--- src/core_ptr_defines.svh ---
// constants for the core pointer and bit addressing block
`ifndef CORE_PTR_DEFINES_SVH
`define CORE_PTR_DEFINES_SVH

`define SFR_STACK_ADDR    8'h81
`define SFR_PZL_ADDR      8'h82
`define SFR_PZH_ADDR      8'h83
`define SFR_POL_ADDR      8'h84
`define SFR_POH_ADDR      8'h85
`define SFR_SEL_ADDR      8'h92
`define SFR_CTL_ADDR      8'h93
`define SFR_B_ADDR        8'hF0
`define SFR_BASE          8'h80
`define BIT_RAM_BASE      8'h20
`define STACK_RESET       8'h07
`define SEL_RESET         8'h00
`define CTL_RESET         4'h0
`define CTL_EN_BIT        0
`define CTL_DIR_BIT       1
`define CTL_STEP_BIT      2
`define CTL_NEXT_BIT      3

`endif

--- src/core_ptr_pkg.sv ---
// types for the core pointer and bit addressing block
`default_nettype none
package core_ptr_pkg;
	typedef enum logic [1:0]
	{
		STACK_NONE = 2'h0,
		STACK_PUSH = 2'h1,
		STACK_POP  = 2'h3
	} stack_op_e;

	typedef enum logic [1:0]
	{
		MOVE_IDLE = 2'h0,
		MOVE_BUSY = 2'h1
	} move_state_e;
endpackage
`default_nettype wire

--- src/bit_addr_decode.sv ---
// bit address decoder for ram and register bit spaces
`timescale 1ns/1ps
`default_nettype none
`include "core_ptr_defines.svh"

module bit_addr_decode
(
	// bit address in
	input  wire logic [7:0] bit_addr,
	// decoded byte and bit
	output logic      [7:0] byte_addr,
	output logic      [2:0] bit_index,
	output logic            is_sfr
);
	// low half maps onto ram 20h..2fh, upper half onto x0h/x8h registers
	always_comb
	begin
		bit_index = bit_addr[2:0];
		is_sfr    = bit_addr[7];
		if (bit_addr[7])
			byte_addr = {bit_addr[7:3], 3'h0};
		else
			byte_addr = `BIT_RAM_BASE + {4'h0, bit_addr[6:3]};
	end
endmodule
`default_nettype wire

--- src/core_ptr_regs.sv ---
// stack pointer, dual data pointers, b register and bit decode
`timescale 1ns/1ps
`default_nettype none
`include "core_ptr_defines.svh"

// Contract
// - bit 00h-7fh maps to ram 20h-2fh
// - sfr bit addressable only at x0/x8
// - sfr space 80h-ffh direct only
// - stack pointer is eight bits
// - stack pointer resets to 07h
// - push and call pre-increment
// - pop and return post-decrement
// - two 16-bit pointers, byte or word
// - select bit picks active pointer
// - select bits 7-1 read zero
// - next-pointer bit copied after move (here after a data move only, not a code table read)
// - auto modify by one or two
// - each pointer owns its control
// - control address reaches selected copy
// - b register general and mul/div
module core_ptr_regs
(
	// clock and reset
	input  wire logic        ref_clk,
	input  wire logic        rst,
	// register port from core
	input  wire logic        sfr_wr,
	input  wire logic        sfr_rd,
	input  wire logic        sfr_direct,
	input  wire logic [7:0]  sfr_addr,
	input  wire logic [7:0]  sfr_wdata,
	output logic      [7:0]  sfr_rdata,
	output logic             sfr_hit,
	// stack operations
	input  wire core_ptr_pkg::stack_op_e stack_op,
	output logic      [7:0]  stack_addr,
	// pointer moves
	input  wire logic        external_data_move,
	input  wire logic        code_table_read,
	output logic      [15:0] move_addr,
	// multiply and divide
	input  wire logic        muldiv_wr,
	input  wire logic [7:0]  muldiv_b,
	output logic      [7:0]  b_value,
	// bit address decode
	input  wire logic [7:0]  bit_addr,
	output logic      [7:0]  bit_byte_addr,
	output logic      [2:0]  bit_index,
	output logic             bit_is_sfr
);
	logic [7:0]  stack_pointer_reg, stack_pointer_next;
	logic [15:0] data_ptr_zero_reg, data_ptr_zero_next;
	logic [15:0] data_ptr_one_reg, data_ptr_one_next;
	logic        active_ptr_sel_reg, active_ptr_sel_next;
	logic [3:0]  ctl_zero_reg, ctl_zero_next;
	logic [3:0]  ctl_one_reg, ctl_one_next;
	logic [7:0]  b_reg, b_next;
	logic [7:0]  rdata_reg, rdata_next;
	logic        hit_reg, hit_next;
	logic [7:0]  stack_addr_reg, stack_addr_next;
	logic [15:0] move_addr_reg, move_addr_next;
	logic [7:0]  byte_comb;
	logic [2:0]  idx_comb;
	logic        sfr_comb;
	logic [7:0]  byte_reg;
	logic [2:0]  idx_reg;
	logic        sfrb_reg;
	logic        wr_ok;
	logic [3:0]  ctl_act;

	// one pointer modify step
	function automatic logic [15:0] ptr_step(input logic [15:0] p, input logic [3:0] c);
		logic [15:0] d;
		d = c[`CTL_STEP_BIT] ? 16'h0002 : 16'h0001;
		if (!c[`CTL_EN_BIT])
			return p;
		return c[`CTL_DIR_BIT] ? (p - d) : (p + d);
	endfunction

	bit_addr_decode u_bit_dec
	(
		.bit_addr  (bit_addr),
		.byte_addr (byte_comb),
		.bit_index (idx_comb),
		.is_sfr    (sfr_comb)
	);

	// only direct accesses in 80h..ffh reach registers
	assign wr_ok   = sfr_wr && sfr_direct && sfr_addr >= `SFR_BASE;
	assign ctl_act = active_ptr_sel_reg ? ctl_one_reg : ctl_zero_reg;

	// next state of stack, pointer, select, control and b registers; a pointer move wins over a write
	always_comb
	begin
		stack_pointer_next  = stack_pointer_reg;
		data_ptr_zero_next  = data_ptr_zero_reg;
		data_ptr_one_next   = data_ptr_one_reg;
		active_ptr_sel_next = active_ptr_sel_reg;
		ctl_zero_next       = ctl_zero_reg;
		ctl_one_next        = ctl_one_reg;
		b_next              = b_reg;
		stack_addr_next     = stack_addr_reg;
		if (wr_ok)
		begin
			unique case (sfr_addr)
				`SFR_STACK_ADDR: stack_pointer_next = sfr_wdata;
				`SFR_PZL_ADDR: data_ptr_zero_next[7:0] = sfr_wdata;
				`SFR_PZH_ADDR: data_ptr_zero_next[15:8] = sfr_wdata;
				`SFR_POL_ADDR: data_ptr_one_next[7:0] = sfr_wdata;
				`SFR_POH_ADDR: data_ptr_one_next[15:8] = sfr_wdata;
				`SFR_SEL_ADDR: active_ptr_sel_next = sfr_wdata[0];
				`SFR_CTL_ADDR:
				begin
					if (active_ptr_sel_reg)
						ctl_one_next = sfr_wdata[3:0];
					else
						ctl_zero_next = sfr_wdata[3:0];
				end
				`SFR_B_ADDR:   b_next = sfr_wdata;
				default: ;
			endcase
		end
		if (muldiv_wr)
			b_next = muldiv_b;
		// push writes at incremented address; pop reads then decrements
		unique case (stack_op)
			core_ptr_pkg::STACK_PUSH:
			begin
				stack_pointer_next = stack_pointer_reg + 8'h01;
				stack_addr_next    = stack_pointer_reg + 8'h01;
			end
			core_ptr_pkg::STACK_POP:
			begin
				stack_addr_next    = stack_pointer_reg;
				stack_pointer_next = stack_pointer_reg - 8'h01;
			end
			default: ;
		endcase
		if (external_data_move)
		begin
			if (active_ptr_sel_reg)
				data_ptr_one_next = ptr_step(data_ptr_one_reg, ctl_one_reg);
			else
				data_ptr_zero_next = ptr_step(data_ptr_zero_reg, ctl_zero_reg);
			active_ptr_sel_next = ctl_act[`CTL_NEXT_BIT];
		end
	end

	// read data and outward addresses
	always_comb
	begin
		rdata_next = 8'h00;
		hit_next   = 1'b1;
		unique case (sfr_addr)
			`SFR_STACK_ADDR: rdata_next = stack_pointer_reg;
			`SFR_PZL_ADDR: rdata_next = data_ptr_zero_reg[7:0];
			`SFR_PZH_ADDR: rdata_next = data_ptr_zero_reg[15:8];
			`SFR_POL_ADDR: rdata_next = data_ptr_one_reg[7:0];
			`SFR_POH_ADDR: rdata_next = data_ptr_one_reg[15:8];
			`SFR_SEL_ADDR: rdata_next = {7'h00, active_ptr_sel_reg};
			`SFR_CTL_ADDR: rdata_next = {4'h0, ctl_act};
			`SFR_B_ADDR:   rdata_next = b_reg;
			default:       hit_next = 1'b0;
		endcase
		if (!(sfr_rd && sfr_direct && sfr_addr >= `SFR_BASE))
		begin
			rdata_next = 8'h00;
			hit_next   = 1'b0;
		end
		move_addr_next = move_addr_reg;
		if (external_data_move || code_table_read)
			move_addr_next = active_ptr_sel_reg ? data_ptr_one_reg : data_ptr_zero_reg;
	end

	// register stage; async reset takes constants only
	always_ff @(posedge ref_clk or posedge rst)
	begin
		if (rst)
		begin
			stack_pointer_reg  <= `STACK_RESET;
			data_ptr_zero_reg  <= 16'h0000;
			data_ptr_one_reg   <= 16'h0000;
			active_ptr_sel_reg <= 1'b0;
			ctl_zero_reg       <= `CTL_RESET;
			ctl_one_reg        <= `CTL_RESET;
			b_reg              <= 8'h00;
			rdata_reg          <= 8'h00;
			hit_reg            <= 1'b0;
			stack_addr_reg     <= 8'h00;
			move_addr_reg      <= 16'h0000;
			byte_reg           <= 8'h00;
			idx_reg            <= 3'h0;
			sfrb_reg           <= 1'b0;
		end
		else
		begin
			stack_pointer_reg  <= stack_pointer_next;
			data_ptr_zero_reg  <= data_ptr_zero_next;
			data_ptr_one_reg   <= data_ptr_one_next;
			active_ptr_sel_reg <= active_ptr_sel_next;
			ctl_zero_reg       <= ctl_zero_next;
			ctl_one_reg        <= ctl_one_next;
			b_reg              <= b_next;
			rdata_reg          <= rdata_next;
			hit_reg            <= hit_next;
			stack_addr_reg     <= stack_addr_next;
			move_addr_reg      <= move_addr_next;
			byte_reg           <= byte_comb;
			idx_reg            <= idx_comb;
			sfrb_reg           <= sfr_comb;
		end
	end

	// outputs straight from flops
	assign sfr_rdata     = rdata_reg;
	assign sfr_hit       = hit_reg;
	assign stack_addr    = stack_addr_reg;
	assign move_addr     = move_addr_reg;
	assign b_value       = b_reg;
	assign bit_byte_addr = byte_reg;
	assign bit_index     = idx_reg;
	assign bit_is_sfr    = sfrb_reg;

	// push pre-increments pointer
	push_incr_a: assert property (@(posedge ref_clk) disable iff (rst)
		stack_op == core_ptr_pkg::STACK_PUSH && !wr_ok |=>
		stack_pointer_reg == $past(stack_pointer_reg) + 8'h01 &&
		stack_addr_reg == stack_pointer_reg)
		else $error("push did not pre-increment");

	// pop reads old top then decrements
	pop_decr_a: assert property (@(posedge ref_clk) disable iff (rst)
		stack_op == core_ptr_pkg::STACK_POP && !wr_ok |=>
		stack_addr_reg == stack_pointer_reg + 8'h01)
		else $error("pop did not post-decrement");

	// move address follows select bit
	move_sel_a: assert property (@(posedge ref_clk) disable iff (rst)
		code_table_read && !external_data_move |=>
		move_addr_reg == ($past(active_ptr_sel_reg) ? $past(data_ptr_one_reg)
		                                            : $past(data_ptr_zero_reg)))
		else $error("wrong pointer used");

	// auto switch after move
	auto_switch_a: assert property (@(posedge ref_clk) disable iff (rst)
		external_data_move |=> active_ptr_sel_reg == $past(ctl_act[`CTL_NEXT_BIT]))
		else $error("auto switch failed");

	// auto step amount
	auto_step_a: assert property (@(posedge ref_clk) disable iff (rst)
		external_data_move && !active_ptr_sel_reg && ctl_zero_reg == 4'h1 |=>
		data_ptr_zero_reg == $past(data_ptr_zero_reg) + 16'h0001)
		else $error("pointer step wrong");

	// select reads zero above bit 0
	sel_read_a: assert property (@(posedge ref_clk) disable iff (rst)
		sfr_rd && sfr_direct && sfr_addr == `SFR_SEL_ADDR |=>
		sfr_rdata[7:1] == 7'h00 && sfr_hit)
		else $error("select upper bits nonzero");

	// control read shows active copy
	ctl_read_a: assert property (@(posedge ref_clk) disable iff (rst)
		sfr_rd && sfr_direct && sfr_addr == `SFR_CTL_ADDR |=>
		sfr_rdata == {4'h0, $past(active_ptr_sel_reg) ? $past(ctl_one_reg)
		                                              : $past(ctl_zero_reg)})
		else $error("control read wrong copy");

	// indirect access never hits registers
	indirect_miss_a: assert property (@(posedge ref_clk) disable iff (rst)
		!sfr_direct |=> !sfr_hit && sfr_rdata == 8'h00)
		else $error("indirect access hit register");

	// ram bit decode
	bit_ram_a: assert property (@(posedge ref_clk) disable iff (rst)
		!bit_addr[7] |=> bit_byte_addr == `BIT_RAM_BASE + {4'h0, $past(bit_addr[6:3])} &&
		bit_index == $past(bit_addr[2:0]))
		else $error("ram bit decode wrong");

	// register bit decode
	bit_sfr_a: assert property (@(posedge ref_clk) disable iff (rst)
		bit_addr[7] |=> bit_byte_addr[2:0] == 3'h0 && bit_is_sfr)
		else $error("sfr bit decode wrong");
endmodule
`default_nettype wire

--- config.mk ---
export PLATFORM = sky130hd
export DESIGN_NAME = core_ptr_regs
export DESIGN_NICKNAME = d
export VERILOG_FILES = /design/src/core_ptr_pkg.sv /design/src/bit_addr_decode.sv /design/src/core_ptr_regs.sv
export VERILOG_INCLUDE_DIRS = /design/src
export SDC_FILE = /design/constraint.sdc
export NUM_CORES = 1
export LEC_CHECK = 0
export ABC_AREA = 1
export ABC_CLOCK_PERIOD_IN_PS = 7600
export BUFFER_PORTS_ARGS = -buffer_cell sky130_fd_sc_hd__buf_2
export CORE_UTILIZATION = 47
export DETAILED_ROUTE_END_ITERATION = 6
export PLACE_DENSITY = 0.63
export SLEW_MARGIN = 20
export SYNTH_ARGS = -nofsm -noshare
export SYNTH_HDL_FRONTEND = slang
export SYNTH_SLANG_ARGS = --single-unit
--- constraint.sdc ---
create_clock -name ref_clk -period 7.6 [get_ports ref_clk]
set_input_delay 1.52 -clock ref_clk [delete_from_list [all_inputs] [get_ports ref_clk]]
set_output_delay 1.52 -clock ref_clk [all_outputs]
set_load 0.02 [all_outputs]
# [Yosys cells after proc, flatten, opt, wreduce, memory -nomap -nowiden]
# Index checks and enable logic that the tools add are counted.
[classes] eq_ne=12 n_lt_le_gt_ge=1 n_addsub=7 muxes=39 n_bitwise=1 reduce_logical=18
[ops] operator="$mux W16" count=11
[ops] operator="$mux W8" count=11
[ops] operator="$eq A8 B8 Y1 const B" count=8
[ops] operator="$pmux W8 S8" count=1
[ops] operator="$add A16 B2 Y16" count=2
[ops] operator="$pmux W8 S2" count=2
[ops] operator="$sub A16 B2 Y16" count=2
[ops] operator="$mux W1" count=11
[ops] operator="$reduce_bool A2 Y1" count=5
[ops] operator="$add A8 B1 Y8 const B" count=1
[ops] operator="$ge A8 B8 Y1 const B" count=1
[ops] operator="$ne A4 B4 Y1 const B" count=2
[ops] operator="$reduce_or A8 Y1" count=1
[ops] operator="$sub A8 B1 Y8 const B" count=1
[ops] operator="$add A6 B4 Y7 const A" count=1
[ops] operator="$reduce_and A2 Y1" count=3
[ops] operator="$reduce_and A3 Y1" count=2
[ops] operator="$reduce_bool A3 Y1" count=2
[ops] operator="$logic_and A1 B1 Y1" count=4
[ops] operator="$mux W2" count=2
[ops] operator="$mux W4" count=1
[ops] operator="$eq A2 B1 Y1 const B" count=1
[ops] operator="$eq A2 B2 Y1 const B" count=1
[ops] operator="$logic_or A1 B1 Y1" count=1
[ops] operator="$not A1 Y1" count=1
[totals] regBits=102 output_inout_bits=53 in_bits=42 elab_cells=92

# [Logic depth before layout (Yosys ltp)]
# Gate-level depths: netlist of run 1.
[logic_depth] depth_word=6 mapped_depth=15 depth_no_buf=15

# [Modules after synthesis]
# From an unflattened synthesis of run 1, not the netlist that was laid out.
[unflattened] cells_unflattened=1139 hier_area_um2=7460.9
[modules_own_cells] module="core_ptr_regs" area_each_um2=7355.8 n_inst=1 cells_per_inst=1118 seq_area_each_um2=2556.2
[modules_own_cells] module="bit_addr_decode" area_each_um2=105.1 n_inst=1 cells_per_inst=21 seq_area_each_um2=0.0

# [Least setup slack after synthesis of run 1]
# OpenSTA, ideal clock, no wires.
[synth_timing] kind="input port to flip-flop" startpoint="in sfr_addr[0]" endpoint="reg data_ptr_one_reg[15]" setup_time_ps=116 t_arrival_ps=2468 setup_slack_ps=5015 path_buffers=1 cell_stages=12 t_required_ps=7484 cell_sequence="inv_1 nor2_1 inv_2 nor2_4 nand3_2 buf_6 nand2_1 nand3_1 nand2_1 inv_1 nand2_1 nand2_1"
[synth_between] elab_chain_len=5 elab_cells_between_ends=7 cone_classes="order compare: 1; eq/ne: 1; mux: 4; reduce/logical: 1"
[synth_rtl] item="start, declared" line="core_ptr_regs.sv:31" rtl="input wire logic [7:0] sfr_addr,"
[synth_rtl] item="$ge A8 B8 Y1 (no line) / $eq A8 B8 Y1 (equally long branches)"
[synth_rtl] item="$logic_and A1 B1 Y1 (no line) / $mux W8 (equally long branches)"
[synth_rtl] item="$mux W16 (*)" line="core_ptr_regs.sv:104" rtl="if (wr_ok)"
[synth_rtl] item="$mux W16" line="core_ptr_regs.sv:142" rtl="if (active_ptr_sel_reg)"
[synth_rtl] item="$mux W16 (*)" line="core_ptr_regs.sv:140" rtl="if (external_data_move)"
[synth_rtl] item="end signal, assigned" line="core_ptr_regs.sv:200" rtl="data_ptr_one_reg <= data_ptr_one_next;"
[synth_rtl] item="end, declared" line="core_ptr_regs.sv:54" rtl="logic [15:0] data_ptr_one_reg, data_ptr_one_next;"
# Every way passes the cells marked *; elsewhere a longest branch is shown, timed or not.
# A chain may end at the register's enable or synchronous reset.

# [Worst setup path after layout of run 1]
[layout_timing] startpoint="in external_data_move" endpoint="reg data_ptr_one_reg[15]"
[layout_between] elab_chain_len=1 elab_cells_between_ends=2 cone_classes="eq/ne: 1; mux: 1"
[layout_rtl] item="start, declared" line="core_ptr_regs.sv:39" rtl="input wire logic external_data_move,"
[layout_rtl] item="$ne A4 B4 Y1 (no line) / $mux W16 (equally long branches)"
# Several ways; a longest one is shown, not always the timed one.

==> results of run 1 <==
## power breakdown
part / switching (mW) / internal, mW
logic: 0.300 / 0.156
clock network: 0.228 / 0.259
registers: 0.106 / 0.610
## cell families (layout without fill, tap and decap cells)
| family | after synthesis | count (layout) | share of synthesized area |
|---|---|---|---|
| and+or+nand+nor | 616 | 616 | 0.3623 |
| buffers and inverters | 190 | 277 | 0.1017 |
| AOI/OAI and AO/OA | 163 | 163 | 0.1286 |
| DFF | 101 | 101 | 0.3406 |
| adders and majority gates | 35 | 35 | 0.06094 |
| xor gates and xnor gates | 5 | 5 | 0.005892 |
## per-stage QoR
step                power [mW]  hold WS (ns)  cell area, µm²  utilization
floorplan                1.003        0.4529            7432            -
global placement         1.172        0.4581            8048       0.5255
detailed placement       1.175        0.4638            8048       0.5255
CTS                      1.660        0.4824            8351       0.5453
global route             1.744        0.5133            8351       0.5453
finish                   1.659        0.4829            8351       0.5453
## per-layer routing
| layer | routed length [µm] | global-route usage | vias to the layer above |
|---|---|---|---|
| met3 | 1511 | 0.04007 | 32 |
| met1 | 11040 | 0.4261 | 3365 |
| met2 | 10130 | 0.4565 | 268 |
| met4 | 566 | 0.1045 | 0 |
| li1 | - | - | 3757 |
| met5 | 0 | 0 | - |
## layout make-up
type / count / area [µm²]
multi-input cells: 819 / 4145
repair buffers: 96 / 485.5
flip-flops and latches: 101 / 2531
clock inverters: 6 / 73.82
well taps: 211 / 264.0
fillers: 1612 / 6964
clock buffers: 10 / 229.0
inverters: 165 / 621.8
## path summary, 6_finish.rpt
check,to
setup / recovery,data_ptr_one_reg[15]
hold / removal,stack_addr[0]
setup reg to reg,data_ptr_one_reg[12]
hold reg to reg,stack_addr[0]
max in group asynchronous,data_ptr_one_reg[14]
min in group asynchronous,move_addr[9]
## worst max-delay path, stage by stage
cell	delay (ns)
sky130_fd_sc_hd__buf_2	0.13
sky130_fd_sc_hd__nand2_2	0.22
sky130_fd_sc_hd__nor2_1	0.73
sky130_fd_sc_hd__inv_1	0.43
sky130_fd_sc_hd__nand2_1	0.17
sky130_fd_sc_hd__inv_1	0.05
sky130_fd_sc_hd__nand2_1	0.06
sky130_fd_sc_hd__nand2_1	0.04
## Yosys cell counts (7+ instances only)
cell                       instances  area share
sky130_fd_sc_hd__o22ai_1           8      0.0067
sky130_fd_sc_hd__nand3_1         108       0.073
sky130_fd_sc_hd__nor3_1           10      0.0067
sky130_fd_sc_hd__ha_1             33       0.056
sky130_fd_sc_hd__nor2_4            8       0.012
sky130_fd_sc_hd__dfrtp_1          98        0.33
sky130_fd_sc_hd__nand2_2           7      0.0059
sky130_fd_sc_hd__nor2_1           90       0.045
sky130_fd_sc_hd__a31oi_1          18       0.015
sky130_fd_sc_hd__o211ai_1         18       0.018
sky130_fd_sc_hd__inv_1           157       0.079
sky130_fd_sc_hd__o21ai_0          60       0.040
sky130_fd_sc_hd__inv_2             7      0.0035
sky130_fd_sc_hd__nand2_1         359        0.18
sky130_fd_sc_hd__nand4_1           9      0.0076
sky130_fd_sc_hd__a21oi_1          42       0.028
sky130_fd_sc_hd__clkbuf_1         11      0.0056
sky130_fd_sc_hd__buf_2             7      0.0047
==> results, run 1 <==
- The number of antenna violations at the first check in global routing is 0.
- At the later pin of the worst-skew pair, clock insertion delay measures 0.36 ns.
- STA classifies the critical path endpoint as a flop.
- The area of the placeable core is 15310 µm².
- The average wire per standard cell is 16.51 µm.
- The via total after detailed routing is 7422.
- The worst-case register-to-register setup slack is 4.95 ns.
- In this run the tool buffered the top-level ports with 94 buffer cells.
- Data on the critical path arrives at its endpoint at 3.36 ns.
- At the pin with the least slew margin, the transition time is 0.8583 ns.
- The fraction of registers with async set/reset is 1.000.
- The average via count per standard cell is 5.271.
- The commonest register cell after synthesis is sky130_fd_sc_hd__dfrtp_1.
- The slack of the critical path is 4.495 ns.
- Of the cells placed in the final design, the portion with a size suffix greater than 1 is 0.1320.
- The total half-perimeter wirelength after legalization and detailed placement is 17.60 mm.
- The max-slew headroom at the worst pin is 0.4257.
- At the end of routability-driven placement, the weighted congestion stood at 0.9249.
- The number of max-cap violations is 0.
- The final layout net count is 1269.
- The die covers 16320 µm².
- The number of instances on the worst hold path is 2.
- Counting every instance in the synthesized netlist gives 1110.
- The number of diodes is 0.
- The worst setup path is launched from an input port.
- The sum of overflow across all layers after global routing is 0.
- The DRC violation count after routing is 0.
- The path category of the worst min-delay check is flop to flop.
- The clock tree skew after final layout is 0.01339 ns.
- Setup repair after global routing left no endpoint under its margin.
- The data required time of the worst path is 7.86 ns.
- Relative to the synthesized area, the layout overhead comes to 12.36%.
- The final number of max-transition violations is 0.
- The netlist uses 44 different library cells.
- The number of global-route vias before repair is 6692.
- Before antenna repair, the detailed router went through 5 iterations.
- The filler-free cell count of the finished design is 1408.
- The most frequent standard cell in the layout excluding fill and tap cells is sky130_fd_sc_hd__nand2_1.
- The clock drives 101 sinks.
- The startpoint of the worst register-to-register path is ctl_one_reg[1].
- Derived from the worst setup path, the maximum achievable clock frequency is 322.1 MHz.
- The analysis attributes to cell leakage a power of 4.450 nW.
- The flow ran to the end, and the final reports show no timing, DRC or antenna violations.
- Power spread over the standard cell area amounts to 198.7 nW/µm².
- The total number of yosys warnings is 0.
- The synthesized design contains 101 register bits.
- The maximum ir drop on the vdd rail is 106.1 µV.
- The clock passes through at most 2 buffers.
- Once the clock tree was built, the setup fixing pass inserted 0 buffers.
- The worst hold path startpoint is stack_addr[0].
- After the first detailed-routing iteration, the DRC count stood at 665.
- The number of nets in the synthesized netlist is 1187.
- The sum of negative setup slack is 0 ns.
- In the layout the commonest cells are sky130_fd_sc_hd__nand2_1, sky130_fd_sc_hd__inv_1, sky130_fd_sc_hd__nand3_1, sky130_fd_sc_hd__dfrtp_1, sky130_fd_sc_hd__buf_2.
- The count of nets left with antenna violations once routing finished came out at 0.
- The number of cells in the design after placement is 1392.
- The shortest clock period the worst path allows after layout is 3.105 ns.
- Yosys mapped a number of flops with a built-in enable equal to 0.
- Of the available clock period, the critical path in the final layout requires 0.4085.
- After detailed routing, the total wire length is 23.25 mm.
- The type of the worst setup path is input port to flop.
- The starting density of the core is 0.4853.
- The total global-route track usage is 0.2962.
- The number of endpoints failing setup at the final stage is 0.
- The die is 127.8 µm wide.
- The final number of hold-violating endpoints is 0.
- Summing every instance area after synthesis gives 7432 µm².
- The mean area per synthesized cell is 6.696 µm².
- The H-tree level count is 3.
- The most critical setup path has its startpoint at external_data_move.
- For this run, the register share of the synthesized area comes to 0.3406.
- The count of boundary I/O pins is 95.
- The number of cells on the worst reg-to-reg path is 8.
- The hold-fix buffer count after cts is 0.
- In this run the worst path has a maximum fanout of 17.
- Measured along the y axis, the die boundary spans 127.8 µm.
- Clock-pin slew was measured on the worst setup and hold paths at 0.08 ns.
- The quantity of gates resized following cts is 0.
- Clock tree synthesis inserted a total of 9 buffers.
- The TritonCTS clock tree is yes.
- The clock tree root driver cell is sky130_fd_sc_hd__clkbuf_16.
- Entering global routing, the biggest net connects 61 pins.
- The wire length of the first global-routing pass is 36.90 mm.
- The pre-CTS setup slack is 4.183 ns.
- In this run the core area contains 45 standard-cell rows.
Power figures use the tool's default switching activity.
==> run 2, diff against run 1 <==
Settings changed: ABC_CLOCK_PERIOD_IN_PS 7600 to 3200.
Clock period 7.6 ns to 3.2 ns, I/O delays scaled along.
==> run 2 against run 1 <==
  * Worst setup slack got worse by 3.8 ns
  * Sequential power grew 140%
  * Critical path type is now flop to flop
  * Hold slack worse by 0.28 ns
  * Register-to-register slack lost 4.2 ns
  * Highest routed layer unchanged
  * Combinational power increased by 140%
  * Clock power grew 130%
==> results, run 2 (synthesis gave the netlist of run 1 again) <==
- The first routing iteration left 731 violations.
- The count of boundary I/O pins is 95.
- In this run the tightest slew margin relative to its limit is 0.5604.
- The final number of hold-violating endpoints is 0.
- The area of the die is 16320 µm².
- The layout overhead on the synthesized area is 13.01%.
- The worst register-to-register path has a depth of 12.
- The clock tree root driver cell is sky130_fd_sc_hd__clkbuf_16.
- The worst path in the final design needs a cycle of 2.465 ns, including I/O delays and setup.
- The number of antenna violations at the first check in global routing is 0.
- Setup repair after global routing left no endpoint under its margin.
- The buffers inserted during post-CTS setup optimization is 0.
- The path category of the worst min-delay check is input port to async pin.
- Power spread over the standard cell area amounts to 465.8 nW/µm².
- The design draws 3.913 mW.
- The endpoint of the worst-slack reg-to-reg timing path is data_ptr_zero_reg[12].
- The number of rows created at floorplan is 45.
- The worst-margin pin slew is 0.6594 ns.
- The first global-routing pass estimated 37.17 mm of wire.
- The final number of max-transition violations came to 0.
- The average via count per standard cell is 5.300.
- After floorplanning, the core was sized to cover 15310 µm².
- The number of buffers inserted by port buffering is 94.
- The die is 127.8 µm wide.
- The clock tree skew after final layout is 0.007451 ns.
- The share of post-route cells with drive strength above 1 is 0.1356.
- The via total after detailed routing is 7489.
- Timing would allow up to 405.6 MHz.
- The library cell used most frequently in the layout, excluding fill and tap cells, is sky130_fd_sc_hd__nand2_1.
- Of all nets on the critical path, the largest fanout is 16.
- The DRC violation count after routing is 0.
- Setup violations remaining at the end of the flow were counted as 0.
- Entering global routing, the biggest net connects 95 pins.
- The leakage component of the power is 4.479 nW.
- The clock reaches the later pin of the worst-skew pair after 0.36 ns.
- The number of buffers inserted during clock tree synthesis is 9.
- The final layout net count is 1274.
- The library cells used most frequently in the layout, excluding fill and tap cells, are sky130_fd_sc_hd__nand2_1, sky130_fd_sc_hd__inv_1, sky130_fd_sc_hd__nand3_1, sky130_fd_sc_hd__dfrtp_1, sky130_fd_sc_hd__buf_2.
- The worst setup path is captured at a flop.
- In the global route stage, overall resource usage came out at 0.2967.
- The total wire length is 23.01 mm.
- Timing analysis after detailed placement gives a worst setup slack of 0.8042 ns.
- The number of sinks handled by clock tree synthesis is 101.
- The sum of negative setup slack is 0 ns.
- The placer's final routability congestion estimate is 0.9492.
- Detailed placement ended at an HPWL of 17.62 mm.
- The clock-pin slew on the worst setup and hold paths is 0.07 ns.
- The data required time of the worst path is 3.45 ns.
- For this configuration, the core starts out at a cell density of 0.4853.
- TritonCTS built the clock tree.
- For the worst setup path, the data arrival time is 2.72 ns.
- The first detailed-routing pass took 5 iterations.
- After global routing the overflow that remains totals 0.
- The die is 127.8 µm tall.
- The number of diodes is 0.
- Max-cap violations in this run came to 0.
- After detailed routing, the average wire length per cell comes to 16.29 µm.
- The final critical-path share of the clock period is 0.7704.
- The slack of the critical path is 0.7348 ns.
- In this run the critical register-to-register path is launched from ctl_zero_reg[1].
- The flow ran to the end, and the final reports show no timing, DRC or antenna violations.
- The detail route stage leaves a number of antenna-violating nets equal to 0.
- The number of buffers between clock root and the deepest sink is 2.
- The category of the worst setup path launch point is a flop.
- The maximum ir drop on the vdd rail is 297.5 µV.
- The H-tree level count is 3.
- After clock tree synthesis, the flow added hold-fix buffers numbering 0.
- In this run, post-CTS repair resized a total of 0 instances.
- The critical path is of the flop to flop type.
- The number of global-route vias before repair was 6839.
- Across all register-to-register paths, the minimum setup slack is 0.73 ns.
## run 2: changes by cell type in the layout (fill, tap and decap cells not counted), sizes merged
cell    before  now
buf         96  101
clkinv       3    2
inv        165  166
## run 2: how the worst max path moves through the flow
stage	slack [ns]	depth (start not counted)	start	to
floorplan	1.20	8	ctl_one_reg[1]	data_ptr_one_reg[12]
global placement	0.88	8	ctl_one_reg[1]	data_ptr_one_reg[12]
detailed placement	0.80	12	ctl_zero_reg[1]	data_ptr_zero_reg[8]
CTS	0.78	12	ctl_zero_reg[1]	data_ptr_zero_reg[8]
global route	0.52	8	ctl_one_reg[1]	data_ptr_one_reg[12]
finish	0.73	12	ctl_zero_reg[1]	data_ptr_zero_reg[12]
## run 2: where the power goes
group | total, mW | internal [mW] | switching [mW]
sequential | 1.69 | 1.45 | 0.242
combinational | 1.09 | 0.376 | 0.711
clock | 1.13 | 0.616 | 0.517
## run 2: cell type report
class / instances / area (µm²)
clock buffer: 10 / 229.0
clock inverter: 6 / 71.32
fill: 1614 / 6915
inverter: 165 / 623.1
multi-input combinational: 819 / 4145
sequential: 101 / 2531
tap: 211 / 264.0
timing repair buffer: 101 / 535.5
## run 2: layer usage
layer | global-route usage | routed length [µm] | share of wire | up-vias
met5 | 0 | 0 | 0 | -
met4 | 0.08028 | 395 | 0.017 | 0
met3 | 0.04841 | 1757 | 0.076 | 30
met2 | 0.4572 | 10050 | 0.44 | 298
met1 | 0.4303 | 10810 | 0.47 | 3407
li1 | - | - | - | 3754
## run 2: worst max-delay path: stages, from the launching register on
cell and delay [ns]:
sky130_fd_sc_hd__dfrtp_1 0.71, sky130_fd_sc_hd__inv_1 0.22, sky130_fd_sc_hd__nor2_1 0.19, sky130_fd_sc_hd__inv_1 0.08
sky130_fd_sc_hd__fa_1 0.44, sky130_fd_sc_hd__inv_1 0.09, sky130_fd_sc_hd__nand3_1 0.07, sky130_fd_sc_hd__nand3_1 0.16
sky130_fd_sc_hd__nand3_1 0.13, sky130_fd_sc_hd__nand3_1 0.09, sky130_fd_sc_hd__nand2_1 0.05, sky130_fd_sc_hd__nand3_1 0.06
sky130_fd_sc_hd__a21oi_1 0.06
## run 2: per-stage QoR
stage / std cells / cell area [µm²] / hold WS (ns) / util
2_1_floorplan: 1110 / 7436 / 0.4529 / -
3_3_place_gp: 1397 / 8099 / 0.4538 / 0.5288
3_5_place_dp: 1397 / 8099 / 0.4591 / 0.5288
4_1_cts: 1413 / 8399 / 0.2016 / 0.5484
5_1_grt: 1413 / 8399 / 0.2233 / 0.5484
6_report: 1413 / 8399 / 0.2052 / 0.5484
